--- src/shared/io_pin_control_regs.vh ---
// Register offsets, field positions and codes of the input/output pin control block.
`ifndef IO_PIN_CONTROL_REGS_VH
`define IO_PIN_CONTROL_REGS_VH

// Register indices; the byte address is four times the index.
`define IO_CTRL_IDX 6'h03
`define AUX_CTRL_IDX 6'h10
`define PIN_STAT_IDX 6'h11
`define ADDR_W 8

// Pin control register layout.
`define IO_CTRL_RST 16'h0000
`define IO_CTRL_WMASK 16'h07FF
`define SYNC_CLR_BIT 10
`define ROUTE_HI 9
`define ROUTE_LO 8
`define LEVEL_HI 7
`define LEVEL_LO 4
`define DIR_HI 3
`define DIR_LO 0

// Interrupt routing codes.
`define ROUTE_INT_PIN 2'b00
`define ROUTE_CLK_PIN 2'b01
`define ROUTE_AUX2 2'b10
`define ROUTE_DOUT 2'b11

// Auxiliary control register layout.
`define AUX_CTRL_RST 16'h0000
`define AUX_CTRL_WMASK 16'h000F
`define CLKSEL_HI 1
`define CLKSEL_LO 0
`define FIFO_EN_BIT 2
`define STBY_EN_BIT 3
`define CLKSEL_INT_OUT 2'b01

// Pin status register layout.
`define STAT_AUX_HI 3
`define STAT_AUX_LO 0
`define STAT_IRQ_BIT 4
`define STAT_SYNC_BIT 5

// Auxiliary pin positions inside the four-bit pin vectors.
`define AUX2_POS 1
`define AUX4_POS 3
`define AUX_FN_RST 4'hF

// Bus answers.
`define RESP_OKAY 2'b00
`define RESP_SLVERR 2'b10
`define DATA_ZERO 32'h0000_0000

`endif

--- src/verilog/io_pin_control.v ---
// Input/output pin control register with interrupt routing and auxiliary pin muxing.
// Operation
// - Sync pin pulse clears FIFO when enabled.
// - Bits 9:8 pick the interrupt output pin.
// - Data ready is event when FIFO off.
// - Code 00 routes interrupt to interrupt pin.
// - Code 01 routes interrupt to clock pin.
// - Code 10 routes interrupt to aux pin 2.
// - Code 11 puts data ready on data out when FIFO off.
// - Bits 7:4 set aux pin output levels.
// - Bits 3:0 make aux pins outputs.
// - Standby indicator owns aux pin 4 when enabled.
// - Routed interrupt owns aux pin 2 first.
// - Register resets to zero, inputs kept.
// - Clock code 01 drives internal clock out when route code is not 01.
`timescale 1ns/10ps
`include "io_pin_control_regs.vh"
module io_pin_control
(
	// Clock and reset
	input wire CLK_SYS_IN,
	input wire RST_IN,
	// AXI4-Lite write address
	input wire [`ADDR_W-1:0] S_AXI_AWADDR_IN,
	input wire [2:0] S_AXI_AWPROT_IN,
	input wire S_AXI_AWVALID_IN,
	output wire S_AXI_AWREADY_OUT,
	// AXI4-Lite write data
	input wire [31:0] S_AXI_WDATA_IN,
	input wire [3:0] S_AXI_WSTRB_IN,
	input wire S_AXI_WVALID_IN,
	output wire S_AXI_WREADY_OUT,
	// AXI4-Lite write response
	output reg [1:0] S_AXI_BRESP_OUT,
	output reg S_AXI_BVALID_OUT,
	input wire S_AXI_BREADY_IN,
	// AXI4-Lite read address
	input wire [`ADDR_W-1:0] S_AXI_ARADDR_IN,
	input wire [2:0] S_AXI_ARPROT_IN,
	input wire S_AXI_ARVALID_IN,
	output wire S_AXI_ARREADY_OUT,
	// AXI4-Lite read data
	output reg [31:0] S_AXI_RDATA_OUT,
	output reg [1:0] S_AXI_RRESP_OUT,
	output reg S_AXI_RVALID_OUT,
	input wire S_AXI_RREADY_IN,
	// Events from the converter core
	input wire DATA_READY_IN,
	input wire FIFO_INT_IN,
	input wire STANDBY_STATE_IN,
	input wire INT_CLK_IN,
	// Sync pin
	input wire SYNC_N_IN,
	output reg FIFO_CLEAR_OUT,
	// Dedicated interrupt pin
	output reg INT_PIN_OUT,
	// Clock pin
	output reg CLK_PIN_OUT,
	output reg CLK_PIN_OE_OUT,
	// Data out pin request to the serial port
	output reg DOUT_RDY_SEL_OUT,
	output reg DOUT_RDY_OUT,
	// Auxiliary pins 4 down to 1
	input wire [3:0] AUX_PIN_IN,
	output reg [3:0] AUX_PIN_OUT,
	output reg [3:0] AUX_PIN_OE_OUT,
	// Auxiliary pins that keep their specific input function
	output reg [3:0] AUX_INPUT_FN_OUT
);

	reg [15:0] io_ctrl_q;
	reg [15:0] aux_ctrl_q;
	reg [`ADDR_W-1:0] aw_addr_q;
	reg aw_held_q;
	reg [31:0] w_data_q;
	reg [3:0] w_strb_q;
	reg w_held_q;
	reg [3:0] aux_meta_q;
	reg [3:0] aux_sync_q;
	reg [3:0] aux_out_d;
	reg [3:0] aux_oe_d;
	reg [31:0] rdata_d;
	reg [1:0] rresp_d;
	reg [15:0] wmask_d;
	reg [15:0] wdata16_d;
	reg clk_pin_d;
	reg clk_oe_d;

	wire sync_level;
	wire sync_fall;
	wire [1:0] route;
	wire [1:0] clk_sel;
	wire fifo_en;
	wire stby_en;
	wire irq_event;
	wire do_write;
	wire [5:0] w_idx;
	wire [5:0] r_idx;
	wire [15:0] stat_word;

	assign route = io_ctrl_q[`ROUTE_HI:`ROUTE_LO];
	assign clk_sel = aux_ctrl_q[`CLKSEL_HI:`CLKSEL_LO];
	assign fifo_en = aux_ctrl_q[`FIFO_EN_BIT];
	assign stby_en = aux_ctrl_q[`STBY_EN_BIT];

	// The event source follows the FIFO enable, never both at once.
	assign irq_event = fifo_en ? FIFO_INT_IN : DATA_READY_IN;

	// Sync pin crossing and edge detection.
	io_sync_fall u_sync
	(
		.clk_in(CLK_SYS_IN),
		.rst_in(RST_IN),
		.pin_n_in(SYNC_N_IN),
		.level_out(sync_level),
		.fall_out(sync_fall)
	);

	// Auxiliary pin inputs come from outside and pass two flip-flops.
	// They read as zero until two clocks after reset, whatever the pins show.
	genvar gi;
	generate
		for (gi = 0; gi < 4; gi = gi + 1)
		begin : g_aux_in
			always @(posedge CLK_SYS_IN)
			begin
				if (RST_IN)
				begin
					aux_meta_q[gi] <= 1'b0;
					aux_sync_q[gi] <= 1'b0;
				end
				else
				begin
					aux_meta_q[gi] <= AUX_PIN_IN[gi];
					aux_sync_q[gi] <= aux_meta_q[gi];
				end
			end
		end
	endgenerate

	// A new address or data beat is taken only while none is held.
	assign S_AXI_AWREADY_OUT = ~aw_held_q & ~S_AXI_BVALID_OUT;
	assign S_AXI_WREADY_OUT = ~w_held_q & ~S_AXI_BVALID_OUT;
	assign S_AXI_ARREADY_OUT = ~S_AXI_RVALID_OUT;
	assign do_write = aw_held_q & w_held_q;
	assign w_idx = aw_addr_q[`ADDR_W-1:2];
	assign r_idx = S_AXI_ARADDR_IN[`ADDR_W-1:2];

	always @(posedge CLK_SYS_IN)
	begin
		if (RST_IN)
		begin
			aw_addr_q <= {`ADDR_W{1'b0}};
			aw_held_q <= 1'b0;
			w_data_q <= `DATA_ZERO;
			w_strb_q <= 4'h0;
			w_held_q <= 1'b0;
		end
		else
		begin
			if (S_AXI_AWVALID_IN && S_AXI_AWREADY_OUT)
			begin
				aw_addr_q <= S_AXI_AWADDR_IN;
				aw_held_q <= 1'b1;
			end
			else if (do_write)
			begin
				aw_held_q <= 1'b0;
			end
			if (S_AXI_WVALID_IN && S_AXI_WREADY_OUT)
			begin
				w_data_q <= S_AXI_WDATA_IN;
				w_strb_q <= S_AXI_WSTRB_IN;
				w_held_q <= 1'b1;
			end
			else if (do_write)
			begin
				w_held_q <= 1'b0;
			end
		end
	end

	// Byte strobes select which half of a 16-bit register is written.
	// Strobes of the upper two bytes are ignored, as no register is wider.
	always @*
	begin
		wmask_d = {{8{w_strb_q[1]}}, {8{w_strb_q[0]}}};
		wdata16_d = w_data_q[15:0];
	end

	always @(posedge CLK_SYS_IN)
	begin
		if (RST_IN)
		begin
			io_ctrl_q <= `IO_CTRL_RST;
			aux_ctrl_q <= `AUX_CTRL_RST;
			S_AXI_BVALID_OUT <= 1'b0;
			S_AXI_BRESP_OUT <= `RESP_OKAY;
		end
		else
		begin
			if (do_write)
			begin
				S_AXI_BVALID_OUT <= 1'b1;
				S_AXI_BRESP_OUT <= `RESP_OKAY;
				if (w_idx == `IO_CTRL_IDX)
				begin
					// Reserved bits stay zero whatever is written.
					io_ctrl_q <= (io_ctrl_q & ~(wmask_d & `IO_CTRL_WMASK))
						| (wdata16_d & wmask_d & `IO_CTRL_WMASK);
				end
				else if (w_idx == `AUX_CTRL_IDX)
				begin
					aux_ctrl_q <= (aux_ctrl_q & ~(wmask_d & `AUX_CTRL_WMASK))
						| (wdata16_d & wmask_d & `AUX_CTRL_WMASK);
				end
				else if (w_idx != `PIN_STAT_IDX)
				begin
					S_AXI_BRESP_OUT <= `RESP_SLVERR;
				end
			end
			else if (S_AXI_BVALID_OUT && S_AXI_BREADY_IN)
			begin
				S_AXI_BVALID_OUT <= 1'b0;
			end
		end
	end

	// The status word is for debug only; its aux pin levels lag the pads by two clocks, the sync level by three.
	assign stat_word = {10'h000, sync_level, irq_event, aux_sync_q};

	// Read decode; unmapped words answer with an error and zero data.
	always @*
	begin
		rdata_d = `DATA_ZERO;
		rresp_d = `RESP_OKAY;
		case (r_idx)
			`IO_CTRL_IDX:
				rdata_d = {16'h0000, io_ctrl_q & `IO_CTRL_WMASK};
			`AUX_CTRL_IDX:
				rdata_d = {16'h0000, aux_ctrl_q};
			`PIN_STAT_IDX:
				rdata_d = {16'h0000, stat_word};
			default:
				rresp_d = `RESP_SLVERR;
		endcase
	end

	always @(posedge CLK_SYS_IN)
	begin
		if (RST_IN)
		begin
			S_AXI_RVALID_OUT <= 1'b0;
			S_AXI_RDATA_OUT <= `DATA_ZERO;
			S_AXI_RRESP_OUT <= `RESP_OKAY;
		end
		else if (S_AXI_ARVALID_IN && S_AXI_ARREADY_OUT)
		begin
			S_AXI_RVALID_OUT <= 1'b1;
			S_AXI_RDATA_OUT <= rdata_d;
			S_AXI_RRESP_OUT <= rresp_d;
		end
		else if (S_AXI_RVALID_OUT && S_AXI_RREADY_IN)
		begin
			S_AXI_RVALID_OUT <= 1'b0;
		end
	end

	// Clock pin: interrupt routing wins over the clock output selection.
	always @*
	begin
		clk_pin_d = 1'b0;
		clk_oe_d = 1'b0;
		if (route == `ROUTE_CLK_PIN)
		begin
			clk_pin_d = irq_event;
			clk_oe_d = 1'b1;
		end
		else if (clk_sel == `CLKSEL_INT_OUT)
		begin
			clk_pin_d = INT_CLK_IN;
			clk_oe_d = 1'b1;
		end
	end

	// Auxiliary pin muxing, in falling priority per pin.
	generate
		for (gi = 0; gi < 4; gi = gi + 1)
		begin : g_aux_mux
			always @*
			begin
				aux_out_d[gi] = io_ctrl_q[`LEVEL_LO + gi] & io_ctrl_q[`DIR_LO + gi];
				aux_oe_d[gi] = io_ctrl_q[`DIR_LO + gi];
				if (gi == `AUX4_POS && stby_en)
				begin
					aux_out_d[gi] = STANDBY_STATE_IN;
					aux_oe_d[gi] = 1'b1;
				end
				else if (gi == `AUX2_POS && route == `ROUTE_AUX2)
				begin
					aux_out_d[gi] = irq_event;
					aux_oe_d[gi] = 1'b1;
				end
			end
		end
	endgenerate

	// Pin levels are registered so the pads see glitch-free outputs.
	always @(posedge CLK_SYS_IN)
	begin
		if (RST_IN)
		begin
			INT_PIN_OUT <= 1'b0;
			CLK_PIN_OUT <= 1'b0;
			CLK_PIN_OE_OUT <= 1'b0;
			DOUT_RDY_SEL_OUT <= 1'b0;
			DOUT_RDY_OUT <= 1'b0;
			AUX_PIN_OUT <= 4'h0;
			AUX_PIN_OE_OUT <= 4'h0;
			AUX_INPUT_FN_OUT <= `AUX_FN_RST;
			FIFO_CLEAR_OUT <= 1'b0;
		end
		else
		begin
			INT_PIN_OUT <= (route == `ROUTE_INT_PIN) & irq_event;
			CLK_PIN_OUT <= clk_pin_d;
			CLK_PIN_OE_OUT <= clk_oe_d;
			// The FIFO interrupt never goes out on data out.
			// Route code 11 with the FIFO enabled leaves data out to the serial port alone.
			DOUT_RDY_SEL_OUT <= (route == `ROUTE_DOUT) & ~fifo_en;
			DOUT_RDY_OUT <= (route == `ROUTE_DOUT) & ~fifo_en & DATA_READY_IN;
			AUX_PIN_OUT <= aux_out_d;
			AUX_PIN_OE_OUT <= aux_oe_d;
			AUX_INPUT_FN_OUT <= ~aux_oe_d;
			// A fall seen while clearing is disabled is dropped, not kept for later.
			FIFO_CLEAR_OUT <= sync_fall & io_ctrl_q[`SYNC_CLR_BIT];
		end
	end

endmodule // io_pin_control

--- src/verilog/io_sync_fall.v ---
// Two-stage synchroniser with falling edge detection for the active-low sync pin.
`timescale 1ns/10ps
module io_sync_fall
(
	// Clock and reset
	input wire clk_in,
	input wire rst_in,
	// Pin side
	input wire pin_n_in,
	// Synchronised results
	output reg level_out,
	output reg fall_out
);

	reg meta_q;
	reg sync_q;

	// The pin idles high, so reset to high to avoid a false edge after release.
	always @(posedge clk_in)
	begin
		if (rst_in)
		begin
			meta_q <= 1'b1;
			sync_q <= 1'b1;
			level_out <= 1'b1;
			fall_out <= 1'b0;
		end
		else
		begin
			meta_q <= pin_n_in;
			sync_q <= meta_q;
			level_out <= sync_q;
			fall_out <= level_out & ~sync_q;
		end
	end

endmodule // io_sync_fall
--- config.mk ---
export PLATFORM = sky130hd
export DESIGN_NAME = io_pin_control
export DESIGN_NICKNAME = d
export VERILOG_FILES = /design/src/verilog/io_pin_control.v /design/src/verilog/io_sync_fall.v
export VERILOG_INCLUDE_DIRS = /design/src /design/src/shared
export SDC_FILE = /design/constraint.sdc
export NUM_CORES = 1
export LEC_CHECK = 0
export BUFFER_PORTS_ARGS = -buffer_cell sky130_fd_sc_hd__buf_2
export CAP_MARGIN = 20
export CORE_ASPECT_RATIO = 0.9
export CORE_MARGIN = 8
export CORE_UTILIZATION = 45
export CTS_BUF_LIST = sky130_fd_sc_hd__clkbuf_2 sky130_fd_sc_hd__clkbuf_4 sky130_fd_sc_hd__clkbuf_8
export DETAILED_ROUTE_END_ITERATION = 8
export PLACE_DENSITY_LB_ADDON = 0.2
export SETUP_SLACK_MARGIN = 0.3
export SLEW_MARGIN = 20
export SYNTH_ARGS = -nofsm -noshare
export SYNTH_HDL_FRONTEND = slang
export SYNTH_SLANG_ARGS = --single-unit
--- constraint.sdc ---
create_clock -name CLK_SYS_IN -period 1.7 [get_ports CLK_SYS_IN]
set_input_delay 0.085 -clock CLK_SYS_IN [delete_from_list [all_inputs] [get_ports CLK_SYS_IN]]
set_output_delay 0.085 -clock CLK_SYS_IN [all_outputs]
set_load 0.02 [all_outputs]
==> flow_metrics.tcl <==
set metrics [dict create \
    status "finished, final reports clean" \
    ir_worst_vdd_uv 602 \
    synth.area.mux_share_pct 12.6 \
    synthArstFlopShare_pct 0 \
    rr_worst_depth 3 \
    synth_xor_area_share_pct 0 \
    track_usage_pct 14.6 \
    report.final.slew_viol_count 0 \
    fp-row-count 29 \
    synth_commonest_cells "dfxtp_1 (81), mux2i_1 (39), nand2b_1 (30), nor2_1 (30), buf_4 (24)" \
    cp.arrival_ns 1.65 \
    synthTopCellsByArea "dfxtp_1 (50%), mux2i_1 (12%), nand2b_1 (5.8%), buf_4 (5.6%), nor2_1 (3.5%)" \
    cp-end-kind "flop" \
    insertion_delay_ns 0.35 \
    cts_tree "done" \
    finalHoldViolations 0 \
    htree_levels 3 \
    synth_edf_count 0 \
    clk_path_buf_depth 2 \
    syn_avg_cell_area_sq_um 10.1 \
    leakage_nw 1.85 \
    path_clk_slew_ns 0.08 \
    worstReg2RegStart "aw_addr_q[4]" \
    final_core_util_pct 60.2 \
    drt_iter0_markers 86 \
    grt_overflow 0 \
    area_growth_pct 30.5 \
    finalClockSkew_ns 0.00717 \
    syn-cell-area_sq_um 3230 \
    grt_pass1_vias 2456 \
    die_area_sq_um 10100 \
    ioPinCount 133 \
    rrSetupSlack_ns 0.29 \
    cap_viol_max_count 0 \
    core_sq_um 7000 \
    ys_ff_latch 81 \
    insertedDiodeCount 0 \
    vias_per_cell 4.62 \
    nNetsFinal 508 \
    synth_ff_type "dfxtp_1" \
    finalSetupViolations 0 \
    antenna_left 0 \
    grt_pass1_wl_mm 11.9 \
    yosysMostFrequentCell "dfxtp_1" \
    grt_max_degree 82 \
    num-fill-cells 625 \
    antenna_found_initial 0 \
    die_y_microns 96.4 \
    critPathLaunchType "flop" \
    cts-root-buf "clkbuf_8" \
    crit_fanout 5 \
    synth_top_family_by_area "simple AND/OR/NAND/NOR gates" \
    power_density_nw_per_um2 908 \
    worstHoldStart "S_AXI_ARADDR_IN[3]" \
    cts.sinks 81 \
    ys_types 44 \
    fin_crit_ns 1.41 \
    final.setup.tns_ns 0 \
    die_w_microns 105 \
    yosysWarnings 0 \
    start_util_pct 46.1 \
    avgRoutedWirePerCell_microns 13.6 \
    min_path_type "primary input to flop" \
    place.gp.congestion 0.802 \
    cp.required_ns 1.94 \
    whs_path_depth 4 \
    timing.hold.ws_ns 0.0912 \
    synth_seq_area_share_pct 50.2 \
    min_to "S_AXI_RDATA_OUT[5]" \
    drive_gt1_share_pct 28.9 \
    dp_hpwl_mm 5.14 \
    max_freq_ghz 0.708 \
    synth-compound-area-share_pct 4.92 \
    synth_top_cell_area_share_pct 50.2 \
    drc 0 \
    synthCells 320 \
    cts_buffers 9 \
    synth-simple-area-share_pct 23.5 \
    synth_top_area_cell "dfxtp_1" \
    routed-via-count 2460 \
    first_pass_iters 4 \
    rsz0062_at_grt "yes" \
    synthAdderAreaFrac_pct 0 \
    criticalPathCategory "flop to flop" \
    io_buffers 76 \
    wl_mm 7.24 \
    fin_crit_sh_pct 83.0 \
]
metrics by stage:
stage	worst slack, ns	power [mW]	cells	area (sq um)
floorplan	0.184	2.33	342	3320
global placement	0.227	2.40	482	3660
detailed placement	0.208	2.41	482	3660
CTS	0.246	3.86	529	4180
global route	0.201	4.02	532	4210
finish	0.288	3.83	532	4210
where the power goes:
part	internal [mW]	total (mW)	switching [mW]
Sequential	1.95	1.99	0.0326
Combinational	0.207	0.440	0.233
Clock	0.730	1.40	0.669
kinds of logic after synthesis:
kind of cell | Yosys count
other cells | 1
buf+inv | 48
simple gates | 127
compound gates | 23
flops | 81
mux | 40
layout by cell type (no fill, tap or decap), drive strengths merged, types with 2 or more instances in the layout:
cell type	n
inv	8
nand3	4
and2	3
clkinv	2
nor3b	2
a221o	2
nand3b	7
conb	23
nor4	4
nand2	9
clkbuf	11
or3	4
nor2	30
buf	92
nand4	7
mux2i	39
or2	4
nor3	4
clkinvlp	2
dlygate4sd3	29
o221ai	2
nand2b	30
nor2b	15
dfxtp	81
a21oi	10
cell type report:
class                   instances  area (sq um)  share of cell area, %
flip-flops and latches         81          1630                   38.6
multi-input cells             213          1430                   33.9
repair buffers                121           811                   19.2
clock buffers                  11           145                   3.45
well taps                      93           116                   2.76
clock inverters                 5          55.1                   1.31
inverters                       8          30.0                  0.713
worst max-delay path, cell delays in order, from the launching register on:
cell     delay, ns
dfxtp_2       0.33
or3_4         0.45
or3_4         0.41
mux2i_1       0.12
worst max-delay path by stage:
| stage | startpoint | end | slack, ns |
|---|---|---|---|
| after floorplan | aw_addr_q[5] | flop | 0.18 |
| after global placement | aw_addr_q[5] | flop | 0.23 |
| after detailed placement | aw_addr_q[5] | flop | 0.21 |
| after CTS | aw_addr_q[5] | flop | 0.25 |
| after global routing | aw_addr_q[4] | flop | 0.20 |
| final | aw_addr_q[4] | flop | 0.29 |
timing repair:
item | in CTS | in global routing
resized for setup | 3 | 4
pin swaps | 2 | 5
hold buffers | 28 | 1
endpoints found under the hold margin | 28 | 1
setup buffers | 3 | 2
endpoints found under the setup margin | 15 | 17
layer usage:
metal	vias to the layer above	part of all wire [%]	routed length (microns)	global-route usage [%]
li1	1253	-	-	-
met1	1116	45	3280	16.9
met2	86	46	3300	24.6
met3	5	8.2	597	6.43
met4	0	0.80	58	3.56
met5	-	0	0	0
(Power assumes the default switching activity.)
